### config.mk
export PLATFORM = sky130hd
export DESIGN_NAME = epsia_top
export DESIGN_NICKNAME = d
export VERILOG_FILES = /design/src/epsia_pkg.sv /design/src/epsia_addr_if.sv /design/src/epsia_addr_gen.sv /design/src/epsia_top.sv
export SDC_FILE = /design/constraint.sdc
export NUM_CORES = 1
export LEC_CHECK = 0
export ABC_AREA = 1
export BUFFER_PORTS_ARGS = -buffer_cell sky130_fd_sc_hd__buf_4
export CAP_MARGIN = 30
export CORE_ASPECT_RATIO = 0.6
export CORE_MARGIN = 2
export CORE_UTILIZATION = 54
export CTS_BUF_LIST = sky130_fd_sc_hd__clkbuf_16
export CTS_CLUSTER_SIZE = 28
export DETAILED_ROUTE_END_ITERATION = 6
export PLACE_DENSITY = 0.77
export SLEW_MARGIN = 20
export SYNTH_ARGS = -nofsm -noshare
export SYNTH_HDL_FRONTEND = slang
export SYNTH_SLANG_ARGS = --single-unit
### constraint.sdc
create_clock -name pclk -period 2.4 [get_ports pclk]
set_input_delay 0.12 -clock pclk [delete_from_list [all_inputs] [get_ports pclk]]
set_output_delay 0.12 -clock pclk [all_outputs]
set_load 0.01 [all_outputs]
### src/epsia_pkg.sv
package epsia_pkg;
  localparam int ADDR_W = 12;
  localparam int PC_W = 21;
  localparam int CLK_PERIOD_NS = 100;
  localparam int INSTR_CYCLE_NS = 400;
  localparam int Q_PHASES = INSTR_CYCLE_NS / CLK_PERIOD_NS;
  localparam logic [1:0] Q_LAST = 2'(Q_PHASES - 1);

  localparam logic [7:0] OFF_CTRL = 8'h00;
  localparam logic [7:0] OFF_INSTR = 8'h04;
  localparam logic [7:0] OFF_PTR0 = 8'h08;
  localparam logic [7:0] OFF_PTR1 = 8'h0c;
  localparam logic [7:0] OFF_FRAME = 8'h10;
  localparam logic [7:0] OFF_BANK = 8'h14;
  localparam logic [7:0] OFF_TOS = 8'h18;
  localparam logic [7:0] OFF_PC = 8'h1c;
  localparam logic [7:0] OFF_STATUS = 8'h20;
  localparam logic [7:0] OFF_EADDR = 8'h24;

  localparam int CTRL_EXT_BIT = 0;
  localparam int ST_BUSY_BIT = 0;
  localparam int ST_EXT_OP_BIT = 1;
  localparam int ST_IDX_BIT = 2;
  localparam int ST_DISABLED_BIT = 3;
  localparam int ST_REFUSED_BIT = 4;
  localparam int EA_DEST_BIT = 12;
  localparam int EA_IDX_BIT = 13;

  localparam logic [7:0] SUB_OPC = 8'he9;
  localparam logic [1:0] RET_SEL = 2'h3;
  localparam logic [7:0] IDX_LIMIT = 8'h5f;
  localparam logic [3:0] ACC_LO_BANK = 4'h0;
  localparam logic [3:0] ACC_HI_BANK = 4'hf;

  localparam logic [11:0] PTR_RST = 12'h000;
  localparam logic [3:0] BANK_RST = 4'h0;
  localparam logic [20:0] PC_RST = 21'h000000;
  localparam logic [20:0] PC_STEP = 21'h000002;
  localparam logic [15:0] OPC_RST = 16'h0000;
  localparam logic EXT_RST = 1'b0;

  typedef enum logic [2:0] {
    EPSIA_IDLE = 3'b001,
    EPSIA_EXEC = 3'b010,
    EPSIA_NOP = 3'b100
  } epsia_state_t;
endpackage : epsia_pkg

### src/epsia_addr_if.sv
`timescale 1ns/100ps
`default_nettype none
interface epsia_addr_if;
  logic [15:0] opcode;
  logic ext_en;
  logic [11:0] frame;
  logic [3:0] bank;
  logic [11:0] eff_addr;
  logic indexed;
  logic has_access;
  logic has_dest;
  logic dest_file;
  modport gen (input opcode, ext_en, frame, bank,
    output eff_addr, indexed, has_access, has_dest, dest_file);
  modport user (output opcode, ext_en, frame, bank,
    input eff_addr, indexed, has_access, has_dest, dest_file);
endinterface : epsia_addr_if
`default_nettype wire

### src/epsia_addr_gen.sv
`timescale 1ns/100ps
`default_nettype none
module epsia_addr_gen (
  epsia_addr_if.gen a
);
  import epsia_pkg::*;
  logic [7:0] f;
  logic [3:0] grp;
  always_comb begin
    f = a.opcode[7:0];
    grp = a.opcode[15:12];
    // Byte and bit oriented groups carry the access bit
    a.has_access = (grp >= 4'h1 && grp <= 4'hb) || a.opcode[15:10] == 6'h01 ||
      a.opcode[15:9] == 7'h01;
    a.has_dest = (grp >= 4'h1 && grp <= 4'h5) || a.opcode[15:10] == 6'h01;
    a.dest_file = a.has_dest ? a.opcode[9] : 1'b1;
    a.indexed = a.has_access && !a.opcode[8] && a.ext_en && f <= IDX_LIMIT;
    if (!a.has_access) begin
      a.eff_addr = 12'h000;
    end else if (a.opcode[8]) begin
      a.eff_addr = {a.bank, f};
    end else if (a.indexed) begin
      a.eff_addr = a.frame + {4'h0, f};
    end else if (f > IDX_LIMIT) begin
      a.eff_addr = {ACC_HI_BANK, f};
    end else begin
      a.eff_addr = {ACC_LO_BANK, f};
    end
  end
endmodule : epsia_addr_gen
`default_nettype wire

### src/epsia_top.sv
// The implementer's own choices: the APB register port and the address map.
`timescale 1ns/100ps
`default_nettype none
module epsia_top (
  input wire logic pclk,
  input wire logic presetn,
  input wire logic psel,
  input wire logic penable,
  input wire logic pwrite,
  input wire logic [7:0] paddr,
  input wire logic [31:0] pwdata,
  output logic [31:0] prdata,
  output logic pready,
  output logic pslverr,
  output logic [epsia_pkg::ADDR_W-1:0] eff_addr,
  output logic dest_file,
  output logic [epsia_pkg::PC_W-1:0] pc
);
  import epsia_pkg::*;

  typedef struct packed {
    epsia_state_t st;
    logic [1:0] qcnt;
    logic ext_en;
    logic [15:0] opcode;
    logic [2:0][11:0] ptr;
    logic [3:0] bank;
    logic [20:0] top_of_return_stack;
    logic [20:0] pc;
    logic [11:0] eaddr;
    logic dest_file;
    logic idx_used;
    logic ext_op;
    logic disabled_op;
    logic refused;
    logic [31:0] prdata;
    logic pslverr;
  } epsia_regs_t;

  localparam epsia_regs_t REGS_RST = '{
    st: EPSIA_IDLE,
    qcnt: 2'h0,
    ext_en: EXT_RST,
    opcode: OPC_RST,
    ptr: {PTR_RST, PTR_RST, PTR_RST},
    bank: BANK_RST,
    top_of_return_stack: PC_RST,
    pc: PC_RST,
    eaddr: PTR_RST,
    dest_file: 1'b0,
    idx_used: 1'b0,
    ext_op: 1'b0,
    disabled_op: 1'b0,
    refused: 1'b0,
    prdata: 32'h00000000,
    pslverr: 1'b0
  };

  epsia_regs_t r;
  epsia_regs_t next_r;
  logic setup;
  logic access_wr;
  logic q4;
  logic fire;
  logic is_sub;
  logic is_ret;
  logic [1:0] sel;
  logic [11:0] lit;

  epsia_addr_if a ();

  epsia_addr_gen u_addr (
    .a(a)
  );

  assign a.opcode = r.opcode;
  assign a.ext_en = r.ext_en;
  assign a.frame = r.ptr[2];
  assign a.bank = r.bank;

  assign setup = psel && !penable;
  assign access_wr = psel && penable && pwrite;
  // End of the four-phase instruction cycle
  assign q4 = r.qcnt == Q_LAST;
  assign fire = r.st == EPSIA_EXEC && q4;
  assign sel = r.opcode[7:6];
  assign lit = {6'h00, r.opcode[5:0]};
  assign is_sub = r.ext_en && r.opcode[15:8] == SUB_OPC;
  assign is_ret = is_sub && sel == RET_SEL;

  always_comb begin
    next_r = r;
    next_r.qcnt = r.qcnt + 2'h1;
    // Read data and error are decided in the setup phase
    if (setup) begin
      next_r.prdata = 32'h00000000;
      next_r.pslverr = 1'b0;
      case (paddr)
        OFF_CTRL: begin
          next_r.prdata[CTRL_EXT_BIT] = r.ext_en;
        end
        OFF_INSTR: begin
          next_r.prdata = {16'h0000, r.opcode};
          next_r.pslverr = pwrite && r.st != EPSIA_IDLE;
        end
        OFF_PTR0: begin
          next_r.prdata = {20'h00000, r.ptr[0]};
        end
        OFF_PTR1: begin
          next_r.prdata = {20'h00000, r.ptr[1]};
        end
        OFF_FRAME: begin
          next_r.prdata = {20'h00000, r.ptr[2]};
        end
        OFF_BANK: begin
          next_r.prdata = {28'h0000000, r.bank};
        end
        OFF_TOS: begin
          next_r.prdata = {11'h000, r.top_of_return_stack};
        end
        OFF_PC: begin
          next_r.prdata = {11'h000, r.pc};
        end
        OFF_STATUS: begin
          next_r.prdata[ST_BUSY_BIT] = r.st != EPSIA_IDLE;
          next_r.prdata[ST_EXT_OP_BIT] = r.ext_op;
          next_r.prdata[ST_IDX_BIT] = r.idx_used;
          next_r.prdata[ST_DISABLED_BIT] = r.disabled_op;
          next_r.prdata[ST_REFUSED_BIT] = r.refused;
        end
        OFF_EADDR: begin
          next_r.prdata[11:0] = r.eaddr;
          next_r.prdata[EA_DEST_BIT] = r.dest_file;
          next_r.prdata[EA_IDX_BIT] = r.idx_used;
        end
        default: begin
          next_r.pslverr = 1'b1;
        end
      endcase
    end
    if (access_wr && !r.pslverr) begin
      case (paddr)
        OFF_CTRL: begin
          next_r.ext_en = pwdata[CTRL_EXT_BIT];
        end
        OFF_INSTR: begin
          next_r.opcode = pwdata[15:0];
          next_r.st = EPSIA_EXEC;
          next_r.refused = 1'b0;
        end
        OFF_PTR0: begin
          next_r.ptr[0] = pwdata[11:0];
        end
        OFF_PTR1: begin
          next_r.ptr[1] = pwdata[11:0];
        end
        OFF_FRAME: begin
          next_r.ptr[2] = pwdata[11:0];
        end
        OFF_BANK: begin
          next_r.bank = pwdata[3:0];
        end
        OFF_TOS: begin
          next_r.top_of_return_stack = pwdata[20:0];
        end
        OFF_PC: begin
          next_r.pc = pwdata[20:0];
        end
        default: begin
        end
      endcase
    end
    // Issue while busy is dropped and remembered
    if (access_wr && r.pslverr && paddr == OFF_INSTR) begin
      next_r.refused = 1'b1;
    end
    // Execution overrides a software write in the same cycle
    case (r.st)
      EPSIA_IDLE: begin
      end
      EPSIA_EXEC: begin
        if (q4) begin
          next_r.st = EPSIA_IDLE;
          next_r.ext_op = is_sub;
          next_r.disabled_op = !r.ext_en && r.opcode[15:8] == SUB_OPC;
          next_r.pc = r.pc + PC_STEP;
          if (is_ret) begin
            next_r.ptr[2] = r.ptr[2] - lit;
            next_r.pc = r.top_of_return_stack;
            next_r.st = EPSIA_NOP;
          end else if (is_sub) begin
            next_r.ptr[sel] = r.ptr[sel] - lit;
          end else if (a.has_access) begin
            next_r.eaddr = a.eff_addr;
            next_r.dest_file = a.dest_file;
            next_r.idx_used = a.indexed;
          end
        end
      end
      EPSIA_NOP: begin
        if (q4) begin
          next_r.st = EPSIA_IDLE;
        end
      end
      default: begin
        next_r.st = EPSIA_IDLE;
      end
    endcase
  end

  always_ff @(posedge pclk or negedge presetn) begin
    if (!presetn) begin
      r <= REGS_RST;
    end else begin
      r <= next_r;
    end
  end

  assign prdata = r.prdata;
  assign pready = 1'b1;
  assign pslverr = r.pslverr;
  assign eff_addr = r.eaddr;
  assign dest_file = r.dest_file;
  assign pc = r.pc;
endmodule : epsia_top
`default_nettype wire
* Yosys cells after proc, flatten, opt, wreduce, memory -nomap -nowiden
Cells that the tools add are included.
Storage, ports and cells: flip-flop bits (word level) 154, input bits 45, logic and storage cells 125
Cells by class: $add $sub $neg 5, order comparisons 7, equality and inequality tests 18, muxes and demuxes 41, bitwise operators 2, reduce and logical (&&, ||, !) cells 34
Operators with widths (number):
- 2-to-1 mux 12 bit | 9
- 2-to-1 mux 36 bit | 3
- 2-to-1 mux 82 bit | 1
- 2-to-1 mux 37 bit | 2
- 2-to-1 mux 21 bit | 3
- one-hot mux 9 bit (7 select lines) | 1
- 2-to-1 mux 14 bit | 3
- bitwise mux 36 bit | 1
- one-hot mux 4 bit (9 select lines) | 1
- == test 8 x 5 -> 1 bit (second input constant) | 4
- binary-select mux 12 bit (select 2 bit) | 1
- demux 12 bit (select 2 bit) | 1
- 2-to-1 mux 24 bit | 1
- subtractor 12 x 6 -> 12 bit | 2
- adder 21 x 2 -> 21 bit (second input constant) | 1
- one-hot mux 7 bit (3 select lines) | 1
- == test 8 x 4 -> 1 bit (second input constant) | 2
- == test 8 x 6 -> 1 bit (second input constant) | 2
- logical AND 1 bit | 16
- 2-to-1 mux 3 bit | 5
- adder 12 x 8 -> 12 bit | 1
- AND reduction 2 bit | 6
- one-hot mux 1 bit (10 select lines) | 1
- one-hot mux 3 bit (3 select lines) | 1
- other kinds (27) | 38

* Longest topological paths before layout
depth in word-level cells 14, mapped depth 18, depth with buffers taken out 16

* By module
Synthesis repeated with hierarchy kept, for this count alone.
Unflattened totals: cell total of the unflattened synthesis 1422, area, all modules 10017.1 sq um
By module, submodules not included:
- epsia_top | instances 1, cells an instance 1264, area each 9186.3 sq um, sequential area each 3579.7 sq um
- epsia_addr_gen | instances 1, cells an instance 158, area each 830.8 sq um, sequential area each 0.0 sq um

* Worst setup path before layout
Ideal clock, no wire load.
path type reg-to-reg, start register r, in the netlist a.opcode[7], end register r, in the netlist a.frame[6], arrival 2310 ps, data required time 2324 ps, setup slack 14 ps, stages on the path, launching flop included 18, clock period less this slack 2386 ps, cells stage by stage dfrtp_1 > buf_6 > inv_4 > buf_8 > nand2_1 > o22ai_1 > a21oi_1 > ha_1 > inv_1 > fa_1 > inv_1 > nor3_1 > nor2_1 > xor2_1 > nand2_1 > nand2_1 > nand2_1 > o21ai_1
RTL lines:
- from (decl) | line epsia_top.sv:59 | epsia_regs_t r;
- from (signal assigned) | line epsia_top.sv:215 | r <= next_r;

==> qor.yml <==
clkSinkCount: 143
synth_top_family_by_area: "simple AND/OR/NAND/NOR gates"
cts-buffers-inserted: 17
rsz0062_at_grt: "yes"
drt_pass1_iterations: 6
die-area_sq_um: 19800
dpl.hpwl_um: 27200
die_w_um: 180
final_nets: 1536
first_global_vias: 9151
clkTransAtPathRegs_ns: 0.07
synthSimpleGateAreaFrac_pct: 26.3
setup_ws_ns: -0.0103
grt_max_degree: 53
cts_tree: "done"
area_growth_pct: 15.3
cp_max_fo: 4
drc: 0
fp.coreArea_sq_um: 18200
viasPerCell: 5.94
r2r_cells: 14
wl_um: 36500
hold_ws_ns: 0.00453
hold_path.class: "in -> reg"
muxShareOfSynthArea_pct: 0.112
slew_headroom_pct: 50.9
cap_violations: 0
start_util_pct: 55.4
async_reset_ff_share_pct: 100
period_share_pct: 100
drive_above_1_share_pct: 18.5
timing.reg2reg.setup_slack_ns: -0.01
p_int_mw: 4.29
combPwrFrac_pct: 9.5
p_leak_nw: 6.02
whs_endpoint: "a.opcode[3]"
overflow: 0
drv_slew: 0
hold_viol: 0
final_core_util_pct: 63.9
p_clk_share_pct: 48.2
place_area_sq_um: 10700
switching_share_pct: 27.1
grt_usage_pct: 36.9
worstSetupPathType: "reg -> reg"
max-vdd-ir-drop_uv: 481
fin_skew_ns: 0.0141
hp-start: "pwdata[3]"
synthAdderAreaFrac_pct: 3.46
violations: "negative setup slack"
worst_setup_path_end_kind: "flip-flop"
crit_arrival_ns: 2.74
p_per_area_nw_per_um2: 507
fmax_mhz: 415
setup_viol: 1
via_count: 10200
pre_cts_slack_ns: -0.0159
worst_pin_slew_ns: 0.736
fin_cells: 1719
ys.flop_type: "dfrtp_1"
ant_nets: 0
clock_path_buffers: 2
antenna_found_initial: 2
die_h_um: 110
gp_congestion: 1.02
critPathLaunchType: "flip-flop"
synth_area_sq_um: 10100
final_area_sq_um: 11600
seq_power_share_pct: 42.3
grt_pass1_wl_um: 54500
ios: 113
port_buffers: 89
timing.rr.start: "a.opcode[6]"
synth_compound_area_share_pct: 17.8
htreeDepth: 4
timing.rr.end: "a.frame[5]"
ys_seq_elements: 143
synth_edf_count: 0
wire_per_inst_um: 21.2
cp_data_required_time_ns: 2.73
syn_avg_cell_area_sq_um: 7.21
ys.warnings.count: 0
fin_crit_ns: 2.41
synth-xor-area-share_pct: 2.17
cts-root-buf: "clkbuf_16"
placedCellCount: 1669
num_rows: 38
synth_cell_types: 55
hold_depth: 3
drtIter0Drc: 1692
outcome: "finished, violations left"
synthCells: 1397
p_total_mw: 5.89
p_switching_mw: 1.60
tns_ns: -0.0103
clock_latency_ns: 0.44
ys_seq_area_share_pct: 35.6
## timing repair
item                                   in CTS  in global routing
endpoints found under the hold margin      67                  0
pin swaps                                   2                 16
setup endpoints to repair                   3                 32
buffers inserted                            0                  4
resized for setup                           5                 38
hold buffers                               13                  0
## cell type report
type	count	area [sq um]
inverters	185	701
clock inverters	15	183
diodes	1	2.50
multi-input cells	970	5240
clock buffers	17	425
flip-flops and latches	143	3580
well taps	240	300
repair buffers	148	1180
fillers	1657	6550
## synthesized netlist by cell type, types with 3 or more instances
cell type	instances	area, sq um
clkbuf_1	12	45.0
xor2_1	20	175
nor2_2	6	37.5
nand2_1	355	1330
nor3_1	10	50.1
clkinv_2	3	15.0
o221ai_1	7	61.3
fa_1	3	60.1
inv_2	14	52.6
nor2_1	69	259
nand3_2	8	80.1
nand2_4	3	33.8
nand3b_1	3	22.5
a21oi_1	78	390
nand3_4	3	52.6
o21ai_0	125	626
xnor2_1	5	43.8
buf_4	70	526
dfrtp_1	142	3550
nor2_4	15	169
nand2_2	8	50.1
a31oi_1	5	31.3
nand3_1	81	405
o21ai_1	51	255
o22ai_1	28	175
buf_2	18	90.1
o211ai_1	14	105
inv_1	166	623
ha_1	23	288
nand4_1	12	75.1
buf_6	7	78.8
## critical path, cell delays in order (launching register included)
cell and delay (ns):
dfrtp_2 0.45, inv_2 0.10, nand2_4 0.07, buf_4 0.14
o221ai_1 0.28, ha_1 0.32, nand2_1 0.07, nor2_1 0.04
nand2_1 0.06, nand3_2 0.09, or2_2 0.28, nand2_1 0.17
o21ai_0 0.10, nand2_1 0.07, nand2_1 0.05
## worst max path at each step
stage | endpoint | startpoint | cells after the start | slack [ns]
6_report | a.frame[5] | a.opcode[6] | 14 | -0.01
2_1_floorplan | a.frame[6] | a.opcode[7] | 17 | 0.01
3_3_place_gp | a.frame[6] | a.opcode[6] | 14 | 0.04
5_1_grt | a.frame[11] | a.opcode[6] | 16 | -0.09
3_5_place_dp | a.frame[10] | a.opcode[7] | 15 | -0.02
4_1_cts | a.frame[6] | a.opcode[7] | 15 | 0.004
## power groups by stage
stage	Sequential, mW	Clock [mW]	Combinational (mW)
2_1_floorplan	2.53	0	0.274
3_3_place_gp	2.53	0	0.493
3_5_place_dp	2.53	0	0.498
4_1_cts	2.49	2.83	0.523
5_1_grt	2.50	2.93	0.606
6_report	2.49	2.84	0.559
## layer usage
layer	vias up	routed length [um]	track usage (%)
met2	723	14200	49.1
met5	-	0	0
met4	0	580	7.72
li1	4638	-	-
met1	4797	15800	54.8
met3	54	5920	15.6
## layout by cell type, fill, tap and decap left out, types with 19 or more instances in the layout
cell,instances
dfrtp_1,140
a21oi_1,74
o22ai_1,27
buf_4,131
inv_1,163
o21ai_0,124
ha_1,21
nand2_1,349
nor2_1,68
xor2_1,19
nand3_1,77
o21ai_1,49
## flip-flops by register name, summed over array words and instances, names as in the netlist
signal	cells
eff_addr	12
prdata	21
pslverr	1
a.frame	12
r	54
pc	21
a.opcode	16
a.bank	4
a.ext_en	1
dest_file	1
## kinds of logic after synthesis
family                     after synthesis
and+or+nand+nor                        581
AOI/OAI and AO/OA                      325
buffers and inverters                  294
DFF                                    143
adders and majority gates               26
xor gates and xnor gates                25
other                                    2
muxes                                    1
Note: power is estimated with default switching activity, not from simulation.
